--- src/logic/smb_pkg.sv ---
// shared constants and types of the burst-per-step serial master
// assumes a 10 MHz system clock and step triggers from logic on that clock
`default_nettype none

package smb_pkg;

  localparam int LANES          = 4;
  localparam int WORD_MAX       = 16;
  localparam int TX_W           = LANES * WORD_MAX;
  localparam int FIFO_DEPTH     = 8;
  localparam int SYNC_W         = LANES + 1;

  // time base
  localparam int CLK_PERIOD_NS  = 100;
  localparam int TICK_NS        = 4;
  localparam int SCLK_MIN_HZ    = 20000;
  localparam int SCLK_MAX_HZ    = 40000000;
  // half period limits in 4 ns ticks, derived from the frequency range
  localparam int HP_TICKS_MAX   = 1000000000 / (2 * SCLK_MIN_HZ * TICK_NS);
  localparam int HP_TICKS_MIN   = (1000000000 + 2 * SCLK_MAX_HZ * TICK_NS - 1)
                                  / (2 * SCLK_MAX_HZ * TICK_NS);

  // counter widths and fixed counts
  localparam int EDGE_W         = 12;
  localparam int HP_W           = 16;
  localparam int DLY_W          = 24;
  localparam int PH_W           = 9;
  localparam logic [6:0] WORDS_MAX       = 7'h7F;
  localparam logic [4:0] BITS_WIDE       = 5'h10;
  localparam logic [4:0] BITS_NARROW     = 5'h08;
  localparam logic [2:0] LANES_MAX       = 3'h4;
  localparam logic [3:0] SETTLE_CYCLES   = 4'h4;

  // mode codes as {idle level, phase select}
  localparam logic [1:0] MODE_IDLE_LOW_SAMPLE_RISE  = 2'h0;
  localparam logic [1:0] MODE_IDLE_LOW_SAMPLE_FALL  = 2'h1;
  localparam logic [1:0] MODE_IDLE_HIGH_SAMPLE_FALL = 2'h2;
  localparam logic [1:0] MODE_IDLE_HIGH_SAMPLE_RISE = 2'h3;

  typedef enum logic [1:0] {
    SMB_START_ASAP,
    SMB_START_LATE,
    SMB_START_MANUAL
  } smb_start_t;

  typedef enum logic [2:0] {
    SMB_ST_IDLE,
    SMB_ST_DELAY,
    SMB_ST_LEAD,
    SMB_ST_SHIFT,
    SMB_ST_TRAIL,
    SMB_ST_SETTLE
  } smb_state_t;

endpackage

`default_nettype wire

--- src/logic/smb_sync.sv ---
// two-stage synchroniser for a group of pin inputs
// assumes each bit is an independent level; no bus coherence
`default_nettype none

module smb_sync #(
  parameter int W = 1
) (
  // clock and reset
  input  wire logic         sys_clk,
  input  wire logic         rst,
  // pins and synchronised levels
  input  wire logic [W-1:0] async_i,
  output logic      [W-1:0] sync_o
);

  typedef struct packed {
    logic [W-1:0] s1;
    logic [W-1:0] s2;
  } smb_sync_st_t;

  smb_sync_st_t q;
  smb_sync_st_t d;

  always_comb begin
    d    = q;
    d.s1 = async_i;
    d.s2 = q.s1;
  end

  always_ff @(posedge sys_clk) begin
    if (rst) begin
      q <= '0;
    end else begin
      q <= d;
    end
  end

  assign sync_o = q.s2;

endmodule

`default_nettype wire

--- src/logic/smb_fifo.sv ---
// small first-word-fall-through fifo with valid/ready on both sides
// depth must be a power of two so the pointers wrap by themselves
`default_nettype none

module smb_fifo #(
  parameter int W = 8,
  parameter int D = 8
) (
  // clock and reset
  input  wire logic         sys_clk,
  input  wire logic         rst,
  // fill side
  input  wire logic         wr_valid,
  output logic              wr_ready,
  input  wire logic [W-1:0] wr_data,
  // drain side
  output logic              rd_valid,
  input  wire logic         rd_ready,
  output logic      [W-1:0] rd_data
);

  localparam int AW = $clog2(D);
  localparam logic [AW:0] CNT_FULL = (AW+1)'(D);

  typedef struct packed {
    logic [D-1:0][W-1:0] mem;
    logic [AW-1:0]       wp;
    logic [AW-1:0]       rp;
    logic [AW:0]         cnt;
    logic                full;
  } smb_fifo_st_t;

  smb_fifo_st_t q;
  smb_fifo_st_t d;
  logic         push;
  logic         pop;

  always_comb begin
    d    = q;
    push = wr_valid && !q.full;
    pop  = rd_ready && (q.cnt != '0);
    if (push) begin
      d.mem[q.wp] = wr_data;
      d.wp        = q.wp + 1'b1;
    end
    if (pop) begin
      d.rp = q.rp + 1'b1;
    end
    d.cnt  = q.cnt + (AW+1)'(push) - (AW+1)'(pop);
    d.full = (d.cnt == CNT_FULL);
  end

  always_ff @(posedge sys_clk) begin
    if (rst) begin
      q <= '0;
    end else begin
      q <= d;
    end
  end

  assign wr_ready = !q.full;
  assign rd_valid = (q.cnt != '0);
  assign rd_data  = q.mem[q.rp];

endmodule

`default_nettype wire

--- src/logic/smb_master.sv ---
// serial master that runs one burst of words per step trigger
// assumes configuration inputs stay still while busy is high
// Operation
// - one clock burst per step, data on edges
// - chip select low through whole burst
// - up to four data lanes, shared clock
// - lane count setting enables lanes
// - words per step configurable, at most 127
// - clock phase set in 4 ns steps, rounded to whole clock cycles
// - lead delay periods before first edge
// - trail delay periods before chip select release
// - start: asap, late computed, or manual delay
// - clock idle level follows polarity
// - drive and capture edges per mode
// - word length eight or sixteen bits
// - bit order selects lsb or msb first
// - feedback clock samples data when enabled
// - valid only when feedback edge count matches
// - mismatch clears valid, received data held
// - feedback disabled keeps valid at one
// - unused outputs are left undriven
// - feedback advised for long round trip
`default_nettype none

module smb_master (
  // clock and reset
  input  wire logic                        sys_clk,
  input  wire logic                        rst,
  // step and configuration
  input  wire logic                        step_trig,
  input  wire logic                        clock_idle_level,
  input  wire logic                        clock_phase_select,
  input  wire logic                        word_wide,
  input  wire logic                        lsb_first,
  input  wire logic [2:0]                  lane_count,
  input  wire logic [6:0]                  words_per_step,
  input  wire logic [1:0]                  start_sel,
  input  wire logic [smb_pkg::DLY_W-1:0]   manual_delay_cycles,
  input  wire logic [smb_pkg::DLY_W-1:0]   step_cycles,
  input  wire logic [7:0]                  lead_periods,
  input  wire logic [7:0]                  trail_periods,
  input  wire logic [smb_pkg::HP_W-1:0]    half_period_ticks,
  input  wire logic                        fb_enable,
  input  wire logic                        sclk_used,
  input  wire logic                        cs_used,
  input  wire logic [smb_pkg::LANES-1:0]   dout_used,
  // transmit stream
  input  wire logic                        tx_valid,
  output logic                             tx_ready,
  input  wire logic [smb_pkg::TX_W-1:0]    tx_data,
  // serial pins
  output logic                             sclk_o,
  output logic                             sclk_oe,
  output logic                             cs_n_o,
  output logic                             cs_n_oe,
  output logic [smb_pkg::LANES-1:0]        dout_o,
  output logic [smb_pkg::LANES-1:0]        dout_oe,
  input  wire logic [smb_pkg::LANES-1:0]   din_i,
  input  wire logic                        fb_clk_i,
  // receive results
  output logic [smb_pkg::TX_W-1:0]         rx_data,
  output logic                             rx_valid,
  output logic                             busy
);

  typedef struct packed {
    smb_pkg::smb_state_t                    state;
    logic [smb_pkg::HP_W-1:0]               hp;
    logic [smb_pkg::HP_W-1:0]               hcnt;
    logic [smb_pkg::PH_W-1:0]               phc;
    logic [smb_pkg::DLY_W-1:0]              dcnt;
    logic [3:0]                             scnt;
    logic [smb_pkg::EDGE_W-1:0]             edge_tot;
    logic [smb_pkg::EDGE_W-1:0]             edge_idx;
    logic [smb_pkg::EDGE_W-1:0]             fb_cnt;
    logic [4:0]                             tx_bit;
    logic [4:0]                             rx_bit;
    logic [1:0]                             cap_pipe;
    logic                                   fb_prev;
    logic [smb_pkg::LANES-1:0][15:0]        tx_sh;
    logic [smb_pkg::LANES-1:0][15:0]        rx_sh;
    logic [smb_pkg::LANES-1:0][15:0]        rx_hold;
    logic [smb_pkg::LANES-1:0][15:0]        rx_out;
    logic                                   valid;
    logic                                   sclk;
    logic                                   sclk_oe;
    logic                                   cs_n;
    logic                                   cs_n_oe;
    logic [smb_pkg::LANES-1:0]              dout;
    logic [smb_pkg::LANES-1:0]              dout_oe;
    logic                                   busy;
  } smb_st_t;

  smb_st_t q;
  smb_st_t d;

  logic                      fifo_valid;
  logic                      fifo_pop;
  logic [smb_pkg::TX_W-1:0]  fifo_data;
  logic [smb_pkg::SYNC_W-1:0] pin_sync;

  ////////////////////////////////////////////////////////////////////////////
  // tx fifo: the source stalls on tx_ready once eight words wait

  smb_fifo #(
    .W (smb_pkg::TX_W),
    .D (smb_pkg::FIFO_DEPTH)
  ) u_fifo (
    .sys_clk  (sys_clk),
    .rst      (rst),
    .wr_valid (tx_valid),
    .wr_ready (tx_ready),
    .wr_data  (tx_data),
    .rd_valid (fifo_valid),
    .rd_ready (fifo_pop),
    .rd_data  (fifo_data)
  );

  // feedback clock and data pins are foreign to sys_clk
  smb_sync #(
    .W (smb_pkg::SYNC_W)
  ) u_sync (
    .sys_clk (sys_clk),
    .rst     (rst),
    .async_i ({fb_clk_i, din_i}),
    .sync_o  (pin_sync)
  );

  ////////////////////////////////////////////////////////////////////////////
  // next state

  logic [4:0]  bits;
  logic [3:0]  top_bit;
  logic        cap_rise;
  logic        half_done;
  logic        leading;
  logic        last_bit;
  logic        own_cap;
  logic        cap_now;
  logic        fb_edge;
  logic        fb_s;
  logic [31:0] hp_calc;
  logic [31:0] burst_len;
  logic [31:0] late_dly;

  function automatic logic pick(input logic [15:0] sh, input logic lsb, input logic [3:0] tb);
    pick = lsb ? sh[0] : sh[tb];
  endfunction

  function automatic logic [15:0] shift(input logic [15:0] sh, input logic lsb);
    shift = lsb ? {1'b0, sh[15:1]} : {sh[14:0], 1'b0};
  endfunction

  always_comb begin
    d         = q;
    fifo_pop  = 1'b0;
    own_cap   = 1'b0;
    leading   = 1'b0;
    last_bit  = 1'b0;
    bits      = word_wide ? smb_pkg::BITS_WIDE : smb_pkg::BITS_NARROW;
    top_bit   = 4'(bits - 5'h01);
    cap_rise  = (clock_idle_level == clock_phase_select);
    fs_assign: begin
      fb_s    = pin_sync[smb_pkg::LANES];
    end
    fb_edge   = fb_s ^ q.fb_prev;
    half_done = (q.hcnt == '0);
    // phase length given in 4 ns ticks, rounded to nearest whole clock cycle
    hp_calc   = (32'(half_period_ticks) * 32'(smb_pkg::TICK_NS)
                 + 32'(smb_pkg::CLK_PERIOD_NS / 2)) / 32'(smb_pkg::CLK_PERIOD_NS);
    if (hp_calc == 32'h0) begin
      hp_calc = 32'h1;
    end
    burst_len = hp_calc * (32'(lead_periods) * 32'h2 + 32'(trail_periods) * 32'h2
                + 32'(words_per_step) * 32'(bits) * 32'h2) + 32'(smb_pkg::SETTLE_CYCLES);
    late_dly  = (32'(step_cycles) > burst_len) ? 32'(step_cycles) - burst_len : 32'h0;

    d.fb_prev  = fb_s;
    d.sclk_oe  = sclk_used;
    d.cs_n_oe  = cs_used;
    for (int i = 0; i < smb_pkg::LANES; i++) begin
      d.dout_oe[i] = dout_used[i] && (3'(i) < lane_count);
    end
    if (fb_edge && q.state != smb_pkg::SMB_ST_IDLE && q.fb_cnt != '1) begin
      d.fb_cnt = q.fb_cnt + 1'b1;
    end

    case (q.state)
      smb_pkg::SMB_ST_IDLE: begin
        d.sclk = clock_idle_level;
        d.cs_n = 1'b1;
        if (step_trig && words_per_step != 7'h00) begin
          d.hp       = smb_pkg::HP_W'(hp_calc);
          d.edge_tot = smb_pkg::EDGE_W'(32'(words_per_step) * 32'(bits) * 32'h2);
          d.fb_cnt   = '0;
          d.busy     = 1'b1;
          d.state    = smb_pkg::SMB_ST_DELAY;
          case (smb_pkg::smb_start_t'(start_sel))
            smb_pkg::SMB_START_LATE:   d.dcnt = smb_pkg::DLY_W'(late_dly);
            smb_pkg::SMB_START_MANUAL: d.dcnt = manual_delay_cycles;
            default:                   d.dcnt = '0;
          endcase
        end
      end
      smb_pkg::SMB_ST_DELAY: begin
        if (q.dcnt != '0) begin
          d.dcnt = q.dcnt - 1'b1;
        end else if (start_sel != 2'(smb_pkg::SMB_START_ASAP) || fifo_valid) begin
          d.cs_n     = 1'b0;
          d.state    = smb_pkg::SMB_ST_LEAD;
          d.hcnt     = q.hp - 1'b1;
          d.phc      = {lead_periods, 1'b0};
          d.edge_idx = '0;
          d.tx_bit   = '0;
          d.rx_bit   = '0;
          fifo_pop   = fifo_valid;
          for (int i = 0; i < smb_pkg::LANES; i++) begin
            d.tx_sh[i] = fifo_valid ? fifo_data[i*16 +: 16] : 16'h0000;
            if (!clock_phase_select) begin
              d.dout[i] = pick(d.tx_sh[i], lsb_first, top_bit);
            end
          end
        end
      end
      smb_pkg::SMB_ST_LEAD: begin
        d.hcnt = half_done ? q.hp - 1'b1 : q.hcnt - 1'b1;
        if (half_done) begin
          if (q.phc == '0) begin
            d.state = smb_pkg::SMB_ST_SHIFT;
          end else begin
            d.phc = q.phc - 1'b1;
          end
        end
      end
      smb_pkg::SMB_ST_SHIFT: begin
        d.hcnt = half_done ? q.hp - 1'b1 : q.hcnt - 1'b1;
        if (half_done) begin
          leading    = !q.edge_idx[0];
          last_bit   = (q.tx_bit == 5'(top_bit));
          d.sclk     = !q.sclk;
          d.edge_idx = q.edge_idx + 1'b1;
          own_cap    = leading ^ clock_phase_select;
          if (leading) begin
            if (clock_phase_select) begin
              for (int i = 0; i < smb_pkg::LANES; i++) begin
                d.dout[i]  = pick(q.tx_sh[i], lsb_first, top_bit);
                d.tx_sh[i] = shift(q.tx_sh[i], lsb_first);
              end
            end
          end else begin
            d.tx_bit = last_bit ? 5'h00 : q.tx_bit + 1'b1;
            if (last_bit && d.edge_idx != q.edge_tot) begin
              fifo_pop = fifo_valid; // underrun sends zeros rather than stall the clock
              for (int i = 0; i < smb_pkg::LANES; i++) begin
                d.tx_sh[i] = fifo_valid ? fifo_data[i*16 +: 16] : 16'h0000;
              end
            end else if (!last_bit && !clock_phase_select) begin
              for (int i = 0; i < smb_pkg::LANES; i++) begin
                d.tx_sh[i] = shift(q.tx_sh[i], lsb_first);
              end
            end
            if (!clock_phase_select) begin
              for (int i = 0; i < smb_pkg::LANES; i++) begin
                d.dout[i] = pick(d.tx_sh[i], lsb_first, top_bit);
              end
            end
          end
          if (d.edge_idx == q.edge_tot) begin
            d.state = smb_pkg::SMB_ST_TRAIL;
            d.phc   = {trail_periods, 1'b0};
          end
        end
      end
      smb_pkg::SMB_ST_TRAIL: begin
        d.hcnt = half_done ? q.hp - 1'b1 : q.hcnt - 1'b1;
        if (half_done) begin
          if (q.phc == '0) begin
            d.cs_n  = 1'b1;
            d.state = smb_pkg::SMB_ST_SETTLE;
            d.scnt  = smb_pkg::SETTLE_CYCLES;
          end else begin
            d.phc = q.phc - 1'b1;
          end
        end
      end
      smb_pkg::SMB_ST_SETTLE: begin
        // lets the last synchronised feedback edges and samples arrive
        if (q.scnt != '0) begin
          d.scnt = q.scnt - 1'b1;
        end else begin
          d.state = smb_pkg::SMB_ST_IDLE;
          d.busy  = 1'b0;
          if (!fb_enable || q.fb_cnt == q.edge_tot) begin
            d.valid  = 1'b1;
            d.rx_out = q.rx_hold;
          end else begin
            d.valid = 1'b0;
          end
        end
      end
      default: begin
        d.state = smb_pkg::SMB_ST_IDLE;
      end
    endcase

    // own-edge samples wait out the pin synchroniser delay
    d.cap_pipe = {q.cap_pipe[0], own_cap};
    // feedback suits round trips above half a period; longer needs more trail
    cap_now = fb_enable ? (fb_edge && (fb_s == cap_rise)) : q.cap_pipe[1];
    if (cap_now && q.busy) begin
      d.rx_bit = (q.rx_bit == 5'(top_bit)) ? 5'h00 : q.rx_bit + 1'b1;
      for (int i = 0; i < smb_pkg::LANES; i++) begin
        d.rx_sh[i] = lsb_first ? {pin_sync[i], q.rx_sh[i][15:1]}
                               : {q.rx_sh[i][14:0], pin_sync[i]};
        if (q.rx_bit == 5'(top_bit)) begin
          if (word_wide) begin
            d.rx_hold[i] = d.rx_sh[i];
          end else begin
            d.rx_hold[i] = {8'h00, lsb_first ? d.rx_sh[i][15:8] : d.rx_sh[i][7:0]};
          end
        end
      end
    end
    if (!fb_enable) begin
      d.valid = 1'b1;
    end
  end

  always_ff @(posedge sys_clk) begin
    if (rst) begin
      q       <= '0;
      q.sclk  <= 1'b0;
      q.cs_n  <= 1'b1;
      q.valid <= 1'b1;
    end else begin
      q <= d;
    end
  end

  assign sclk_o   = q.sclk;
  assign sclk_oe  = q.sclk_oe;
  assign cs_n_o   = q.cs_n;
  assign cs_n_oe  = q.cs_n_oe;
  assign dout_o   = q.dout;
  assign dout_oe  = q.dout_oe;
  assign rx_data  = q.rx_out;
  assign rx_valid = q.valid;
  assign busy     = q.busy;

  ////////////////////////////////////////////////////////////////////////////
  // checks

  AST_CS_LOW_IN_BURST: assert property (@(posedge sys_clk) disable iff (rst)
    (q.state == smb_pkg::SMB_ST_SHIFT || q.state == smb_pkg::SMB_ST_TRAIL) |-> !q.cs_n)
    else $error("chip select high during burst");

  AST_IDLE_LINES: assert property (@(posedge sys_clk) disable iff (rst)
    (q.state == smb_pkg::SMB_ST_IDLE && $past(q.state) == smb_pkg::SMB_ST_IDLE)
      |-> (q.cs_n && q.sclk == $past(clock_idle_level)))
    else $error("lines not idle between bursts");

  AST_EDGE_TOTAL: assert property (@(posedge sys_clk) disable iff (rst)
    (q.state == smb_pkg::SMB_ST_TRAIL && $past(q.state) == smb_pkg::SMB_ST_SHIFT)
      |-> (q.edge_idx == q.edge_tot && q.sclk == clock_idle_level))
    else $error("burst edge count wrong");

  AST_LEAD_QUIET: assert property (@(posedge sys_clk) disable iff (rst)
    (q.state == smb_pkg::SMB_ST_LEAD) ##1 (q.state != smb_pkg::SMB_ST_IDLE)
      |-> $stable(q.sclk))
    else $error("clock edge during lead delay");

  AST_TRAIL_HOLD: assert property (@(posedge sys_clk) disable iff (rst)
    (q.state == smb_pkg::SMB_ST_TRAIL && q.phc != '0) |=> (!q.cs_n && $stable(q.sclk)))
    else $error("chip select released early");

  AST_VALID_MATCH: assert property (@(posedge sys_clk) disable iff (rst)
    (q.state == smb_pkg::SMB_ST_SETTLE && q.scnt == '0 && fb_enable && q.fb_cnt == q.edge_tot)
      |=> (q.valid && q.rx_out == $past(q.rx_hold)))
    else $error("valid not raised on matching edges");

  AST_HOLD_MISMATCH: assert property (@(posedge sys_clk) disable iff (rst)
    (q.state == smb_pkg::SMB_ST_SETTLE && q.scnt == '0 && fb_enable && q.fb_cnt != q.edge_tot)
      |=> (!q.valid && $stable(q.rx_out)))
    else $error("mismatch did not hold data");

  AST_VALID_NO_FB: assert property (@(posedge sys_clk) disable iff (rst)
    !fb_enable |=> q.valid)
    else $error("valid low without feedback");

  AST_UNUSED_CS: assert property (@(posedge sys_clk) disable iff (rst)
    !cs_used |=> !q.cs_n_oe)
    else $error("unused chip select driven");

  AST_LANE_COUNT: assert property (@(posedge sys_clk) disable iff (rst)
    (lane_count < smb_pkg::LANES_MAX) |=> !q.dout_oe[smb_pkg::LANES-1])
    else $error("inactive lane driven");

endmodule

`default_nettype wire

--- config.mk ---
export PLATFORM = sky130hd
export DESIGN_NAME = smb_master
export DESIGN_NICKNAME = d
export VERILOG_FILES = /design/src/logic/smb_pkg.sv /design/src/logic/smb_sync.sv /design/src/logic/smb_fifo.sv /design/src/logic/smb_master.sv
export SDC_FILE = /design/constraint.sdc
export NUM_CORES = 2
export LEC_CHECK = 0
export BUFFER_PORTS_ARGS = -buffer_cell sky130_fd_sc_hd__buf_2
export CAP_MARGIN = 30
export CORE_ASPECT_RATIO = 1.75
export CORE_MARGIN = 4
export CORE_UTILIZATION = 40
export DETAILED_ROUTE_END_ITERATION = 12
export HOLD_SLACK_MARGIN = 0.12
export PLACE_DENSITY = 0.56
export SLEW_MARGIN = 20
export SYNTH_ARGS = -nofsm -noshare
export SYNTH_HDL_FRONTEND = slang
export SYNTH_SLANG_ARGS = --single-unit
--- constraint.sdc ---
create_clock -name sys_clk -period 49.3 [get_ports sys_clk]
set_clock_uncertainty 0.2 [all_clocks]
set_input_delay 7.395 -clock sys_clk [delete_from_list [all_inputs] [get_ports sys_clk]]
set_output_delay 7.395 -clock sys_clk [all_outputs]
set_load 0.01 [all_outputs]
; Word-level counts from Yosys, hierarchy flattened
; Index checks and enable logic that the tools add are counted.
[word_totals]
register_bits = 923
output_inout_bits = 79
[op_classes]
n_bitwise = 6
div = 1
eq_ne = 35
n_reduce_logical = 61
order_cmp = 9
multipliers = 2
mux = 147
n_addsub = 19
[ops]
columns = operator, count
row1 = two-way mux 64 bit, 12
row2 = bitwise mux 512 bit, 1
row3 = two-way mux 16 bit, 17
row4 = binary-select mux 64 bit (select 3 bit), 1
row5 = demux 64 bit (select 3 bit), 1
row6 = one-hot mux 64 bit (2 select lines), 1
row7 = one-hot mux 24 bit (2 select lines), 2
row8 = one-hot mux 25 bit (3 select lines), 1
row9 = two-way mux 12 bit, 6
row10 = two-way mux 24 bit, 3
row11 = two-way mux 25 bit, 2
row12 = binary-select mux 1 bit (select 4 bit), 12
row13 = two-way mux 1 bit, 42
row14 = two-way mux 4 bit, 9
row15 = two-way mux 9 bit, 4
row16 = two-way mux 5 bit, 7
row17 = adder 32 x 3 -> 32 bit (second input constant), 1
row18 = divider 32 x 7 -> 32 bit (second input constant), 1
row19 = > comparator 24 x 32 -> 1 bit, 1
row20 = logical NOT 32 bit, 1
row21 = multiplier 32 x 14 -> 32 bit, 1
row22 = two-way mux 32 bit, 1
row23 = two-way mux 8 bit, 4
row24 = subtractor 16 x 1 -> 16 bit (second input constant), 2
row25 = 62 further kinds, 147

; Logic depth before layout (Yosys ltp)
[depth]
word_depth = 17
mapped_depth = 76
ltp_nobuf = 70

; Modules after synthesis
; A second synthesis with hierarchy kept.
[hier_totals]
cells_unflattened = 5805
area_unflattened_um2 = 54678.7
[modules_own_cells]
columns = mod, seq_area_each_um2, area_each_um2, cells_each, n_inst
row1 = smb_master, 7687.4, 30166.4, 3698, 1
row2 = smb_fifo, 10470.0, 24249.5, 2087, 1
row3 = smb_sync, 200.2, 262.8, 20, 1

; Least setup slack after synthesis
; OpenSTA, ideal clock, no wires.
[synth_timing]
kind = in2reg
start = input port half_period_ticks[2] in the netlist's numbering
end = register q[336] in the netlist's numbering
t_arrival_ps = 22504
stages = 69
setup_time_ps = 70
path_slack_ps = 26525
path_cell_list = clkbuf_1 -> inv_1 -> ha_1 -> nand4b_2 -> nor4_2 -> a21oi_1 -> a311oi_2 -> nand2_1 -> a211o_1 -> and2_4 -> or4_4 -> a211oi_4 -> a21oi_2 -> mux2_4 -> nor2_4 -> o22ai_2 -> maj3_1 -> o211ai_2 -> (+33 left out) -> o21bai_1 -> a21oi_1 -> o21bai_1 -> a21oi_1 -> o21bai_1 -> a21oi_1 -> xor2_1 -> ha_1 -> nand4_1 -> nor4_1 -> nand2_1 -> nand4_1 -> a2111oi_0 -> clkbuf_1 -> a22oi_1 -> o22ai_1 -> nand2_1 -> a21oi_1
[synth_between]
elab_chain_len = 11
elab_cells_between_ends = 12
cone_classes = 3 x add/sub / 1 x mul / 1 x div / 1 x order compare / 5 x mux / 1 x reduce/logical
[synth_lines]
columns = item, line_no
row1 = "start, declared", smb_master.sv:42  ; input wire logic [smb_pkg::HP_W-1:0] half_period_ticks,
row2 = adder 18 x 6 -> 19 bit *, smb_master.sv:170  ; + 32'(smb_pkg::CLK_PERIOD_NS / 2)) / 32'(smb_pkg::CLK_PERIOD_NS);
row3 = divider 32 x 7 -> 32 bit *, smb_master.sv:170
row4 = logical NOT 32 bit, smb_master.sv:171  ; if (hp_calc == 32'h0) begin
row5 = two-way mux 32 bit *, smb_master.sv:171
row6 = multiplier 32 x 14 -> 32 bit *, smb_master.sv:174  ; burst_len = hp_calc * (32'(lead_periods) * 32'h2 + 32'(trail_periods) * 32'h2
row7 = adder 32 x 3 -> 32 bit *, smb_master.sv:175  ; + 32'(words_per_step) * 32'(bits) * 32'h2) + 32'(smb_pkg::SETTLE_CYCLES);
row8 = > comparator 24 x 32 -> 1 bit / subtractor 24 bit (equally long branches), smb_master.sv:176  ; late_dly = (32'(step_cycles) > burst_len) ? 32'(step_cycles) - burst_len : 32'h0;
row9 = two-way mux 24 bit *, smb_master.sv:176
row10 = one-hot mux 24 bit (2 select lines) *, smb_master.sv:198  ; case (smb_pkg::smb_start_t'(start_sel))
row11 = two-way mux 24 bit *, smb_master.sv:192  ; if (step_trig && words_per_step != 7'h00) begin
row12 = one-hot mux 24 bit (2 select lines) *, smb_master.sv:188  ; case (q.state)
row13 = "end, declared", smb_master.sv:94  ; smb_st_t q;
; Every way passes the cells marked *; elsewhere a longest branch is shown, timed or not. The select of a mux whose other input is x is not followed.
; A chain may end at the register's enable or synchronous reset.

; Worst setup path in the final report
[layout_timing]
start = input port half_period_ticks[2] in the netlist's numbering
end = register q[346] in the netlist's numbering
; Same word-level chain as after synthesis.

==> impl_metrics.csv <==
group,metric,value,unit
clock_tree,cts_root_buffer,"clkbuf_16",
floorplanning,ioPinCount,255,
setup_path,r2r-end,"u_fifo.q[0]",
finish,nNetsFinal,6644,
yosys,yosysSeqAreaShare,0.351,
clock_tree,htreeDepth,3,
sta,fin_crit,25.27,ns
placement,io_buffers,254,
sta,max_freq,0.0396,GHz
sta,drv_slew,0,
global_routing,grt_first_pass_wirelength,252000,um
floorplanning,start_util,0.402,
clock_tree,post_cts_resize_count,0,
setup_path,reg2regPathDepth,20,
yosys,yosys_warnings,0,
clock_tree,clk_pin_slew,0.07,ns
yosys,synth_ff_type,"dfxtp_1",
setup_path,cp-end-kind,"flip-flop",
yosys,ys_top_cells_by_area,"dfxtp_1 35%, nand2_1 9.4%, a21oi_1 7.2%",
clock_tree,clock_sinks,917,
routing,vias,44300,
floorplanning,fp-row-count,175,
placement,globalplace.congestion,0.911,
floorplanning,fp.dieArea,137000,um2
sta,setup_ws,24.03,ns
setup_path,path_class,"primary input to flip-flop",
yosys,async_flop_share,0,
routing,drt.antenna.violating_nets,0,
sta,period_share,0.513,
floorplanning,core-area,130000,um2
setup_path,startpoint_type,"primary input",
placement,place_ws,23.55,ns
setup_path,cpMostUsedCell,"a21oi_1",
global_routing,grt-ovfl-total,0,
routing,wl_per_cell,20.6,um
yosys,yosysTopAreaCell,"dfxtp_1",
setup_path,crit_end,"q[346]",
finish,area_delta_synth_final,9.26,%
finish,drive_gt1_frac,0.118,
routing,drt_iter0_drc,3146,
sta,rsz0062_at_grt,"false",
global_routing,grt_usage,0.232,
routing,wl,163000,um
run,drv_cap,0,
setup_path,required,49.73,ns
setup_path,max_stage_delay,0.80,ns
yosys,synth_area,52300,um2
setup_path,cp_max_fo,24,
setup_path,r2r_slack,44.11,ns
sta,final.setup.tns,0,ns
setup_path,cp.depth,70,
placement,dp_hpwl,108000,um
clock_tree,numCtsBuffers,91,
finish,n_fill_cell,13100,
sta,worst_pin_slew,1.07,ns
clock_tree,cts_tree,"built",
setup_path,critPathTopFamily,"compound AO/OA/AOI/OAI gates",
setup_path,cpMaxStageDelayCell,"a21oi_1",
finish,ff_latch_area,18400,um2
setup_path,crit_buf_inv,5,
yosys,synth_top_area_frac,0.351,
setup_path,crit_start,"half_period_ticks[2]",
clock_tree,ctsHoldBuffers,0,
routing,drc,0,
placement,place_inst,7744,
routing,drt_pre_antenna_iters,7,
finish,final_util,0.439,
global_routing,grt_max_degree,222,
yosys,synth-edff-count,0,
global_routing,antenna_found_initial,25,
sta,relSlewSlack,0.285,
yosys,syn_avg_cell_area,8.32,um2
routing,vias_per_cell,5.59,
min_path,min_path_type,"flip-flop to flip-flop",
finish,multiInputGateArea,30700,um2
floorplanning,die_width,281,um
clock_tree,clock_latency,0.69,ns
clock_tree,cts_setup_buffers,0,
setup_path,worst_ep_arrival_time,25.70,ns
sta,setup_viol,0,
clock_tree,cts_buffer_depth,3,
global_routing,grt_pass1_vias,43500,
finish,finalNonFillerCells,7931,
sta,hold_viol_final,0,
setup_path,reg2reg_from,"q[295]",
yosys,synth-seq-cells,917,
yosys,ys_types,112,
yosys,syn_inst,6290,
status,status,"finished clean",
floorplanning,die_h,486,um
## state kept, by name, summed over array words and instances (netlist names)
name and cells:
rx_data 64, busy 1, u_sync.sync_o 5, rx_valid 1, sclk_o 1, cs_n_oe 1, dout_o 4, u_sync.d 5
dout_oe 4, d 1, q 305, sclk_oe 1, u_fifo.q 523, cs_n_o 1
## kinds of logic (layout without fill, tap and decap cells)
logic type / after synthesis / in the layout / synth area share
and+or+nand+nor: 2299 / 2299 / 0.185
AOI/OAI and AO/OA: 1436 / 1436 / 0.169
DFF: 917 / 917 / 0.351
buffers and inverters: 767 / 708 / 0.0656
muxes: 440 / 440 / 0.116
adders and majority gates: 309 / 309 / 0.0926
xor gates and xnor gates: 121 / 121 / 0.0204
other: 1 / 20 / 0.0000717
## cell usage after synthesis, drive strengths merged (130+ instances only)
cell type / count
o21ai: 188
inv: 196
fa: 131
ha: 175
nor2: 570
dfxtp: 917
clkbuf: 381
nand2: 1313
mux4: 130
mux2i: 295
buf: 188
a21oi: 762
a211oi: 142
## per-layer routing
| metal | global-route usage | part of all wire | routed length [um] |
|---|---|---|---|
| met1 | 0.268 | 0.39 | 64100 |
| met2 | 0.427 | 0.52 | 84600 |
| met3 | 0.0347 | 0.049 | 7940 |
| met4 | 0.0887 | 0.039 | 6280 |
| met5 | 0 | 0.00061 | 99 |
## per-stage QoR
stage / instance area, um2 / hold WS (ns)
floorplan: 52300 / 0.214
global placement: 53800 / 0.228
detailed placement: 53900 / 0.236
CTS: 57000 / 0.232
global route: 57100 / 0.246
finish: 57200 / 0.229
## cell type report
cell class | count | area share
antenna | 14 | 0.000613
clock buffer | 127 | 0.0454
clock inverter | 40 | 0.00889
inverter | 198 | 0.0130
multi-input combinational | 4611 | 0.537
sequential | 917 | 0.321
tap | 1681 | 0.0368
timing repair buffer | 343 | 0.0368
## placed cells by master (no fill, tap or decap), types with 56 or more instances in the layout
cell       netlist  routed
clkbuf_16        0      92
buf_4          141      79
xnor2_1         64      63
nor3_1          87      84
xor2_1          56      56
fa_1           131     131
dfxtp_1        917     914
inv_1          196     196
buf_2            7     251
a21oi_1        753     753
o221ai_1        57      57
a211oi_1       140     140
ha_1           175     175
o21ai_0        170     170
mux2i_1        294     294
nor2_1         569     566
nand2_1       1312    1309
mux4_2         130     130
## worst min path at each step
stage	start	endpoint	slack [ns]	cells after the start
6_report	d[272]	q[272]	0.23	1
5_1_grt	d[272]	q[272]	0.25	1
4_1_cts	d[272]	q[272]	0.23	1
3_5_place_dp	d[272]	q[272]	0.24	1
3_3_place_gp	u_sync.d[3]	u_sync.sync_o[3]	0.23	1
2_1_floorplan	d[272]	q[272]	0.21	1
Power is left out: the tool's default activity adds up to more than one toggle a clock period on the data nets, which glitch-free logic cannot reach.
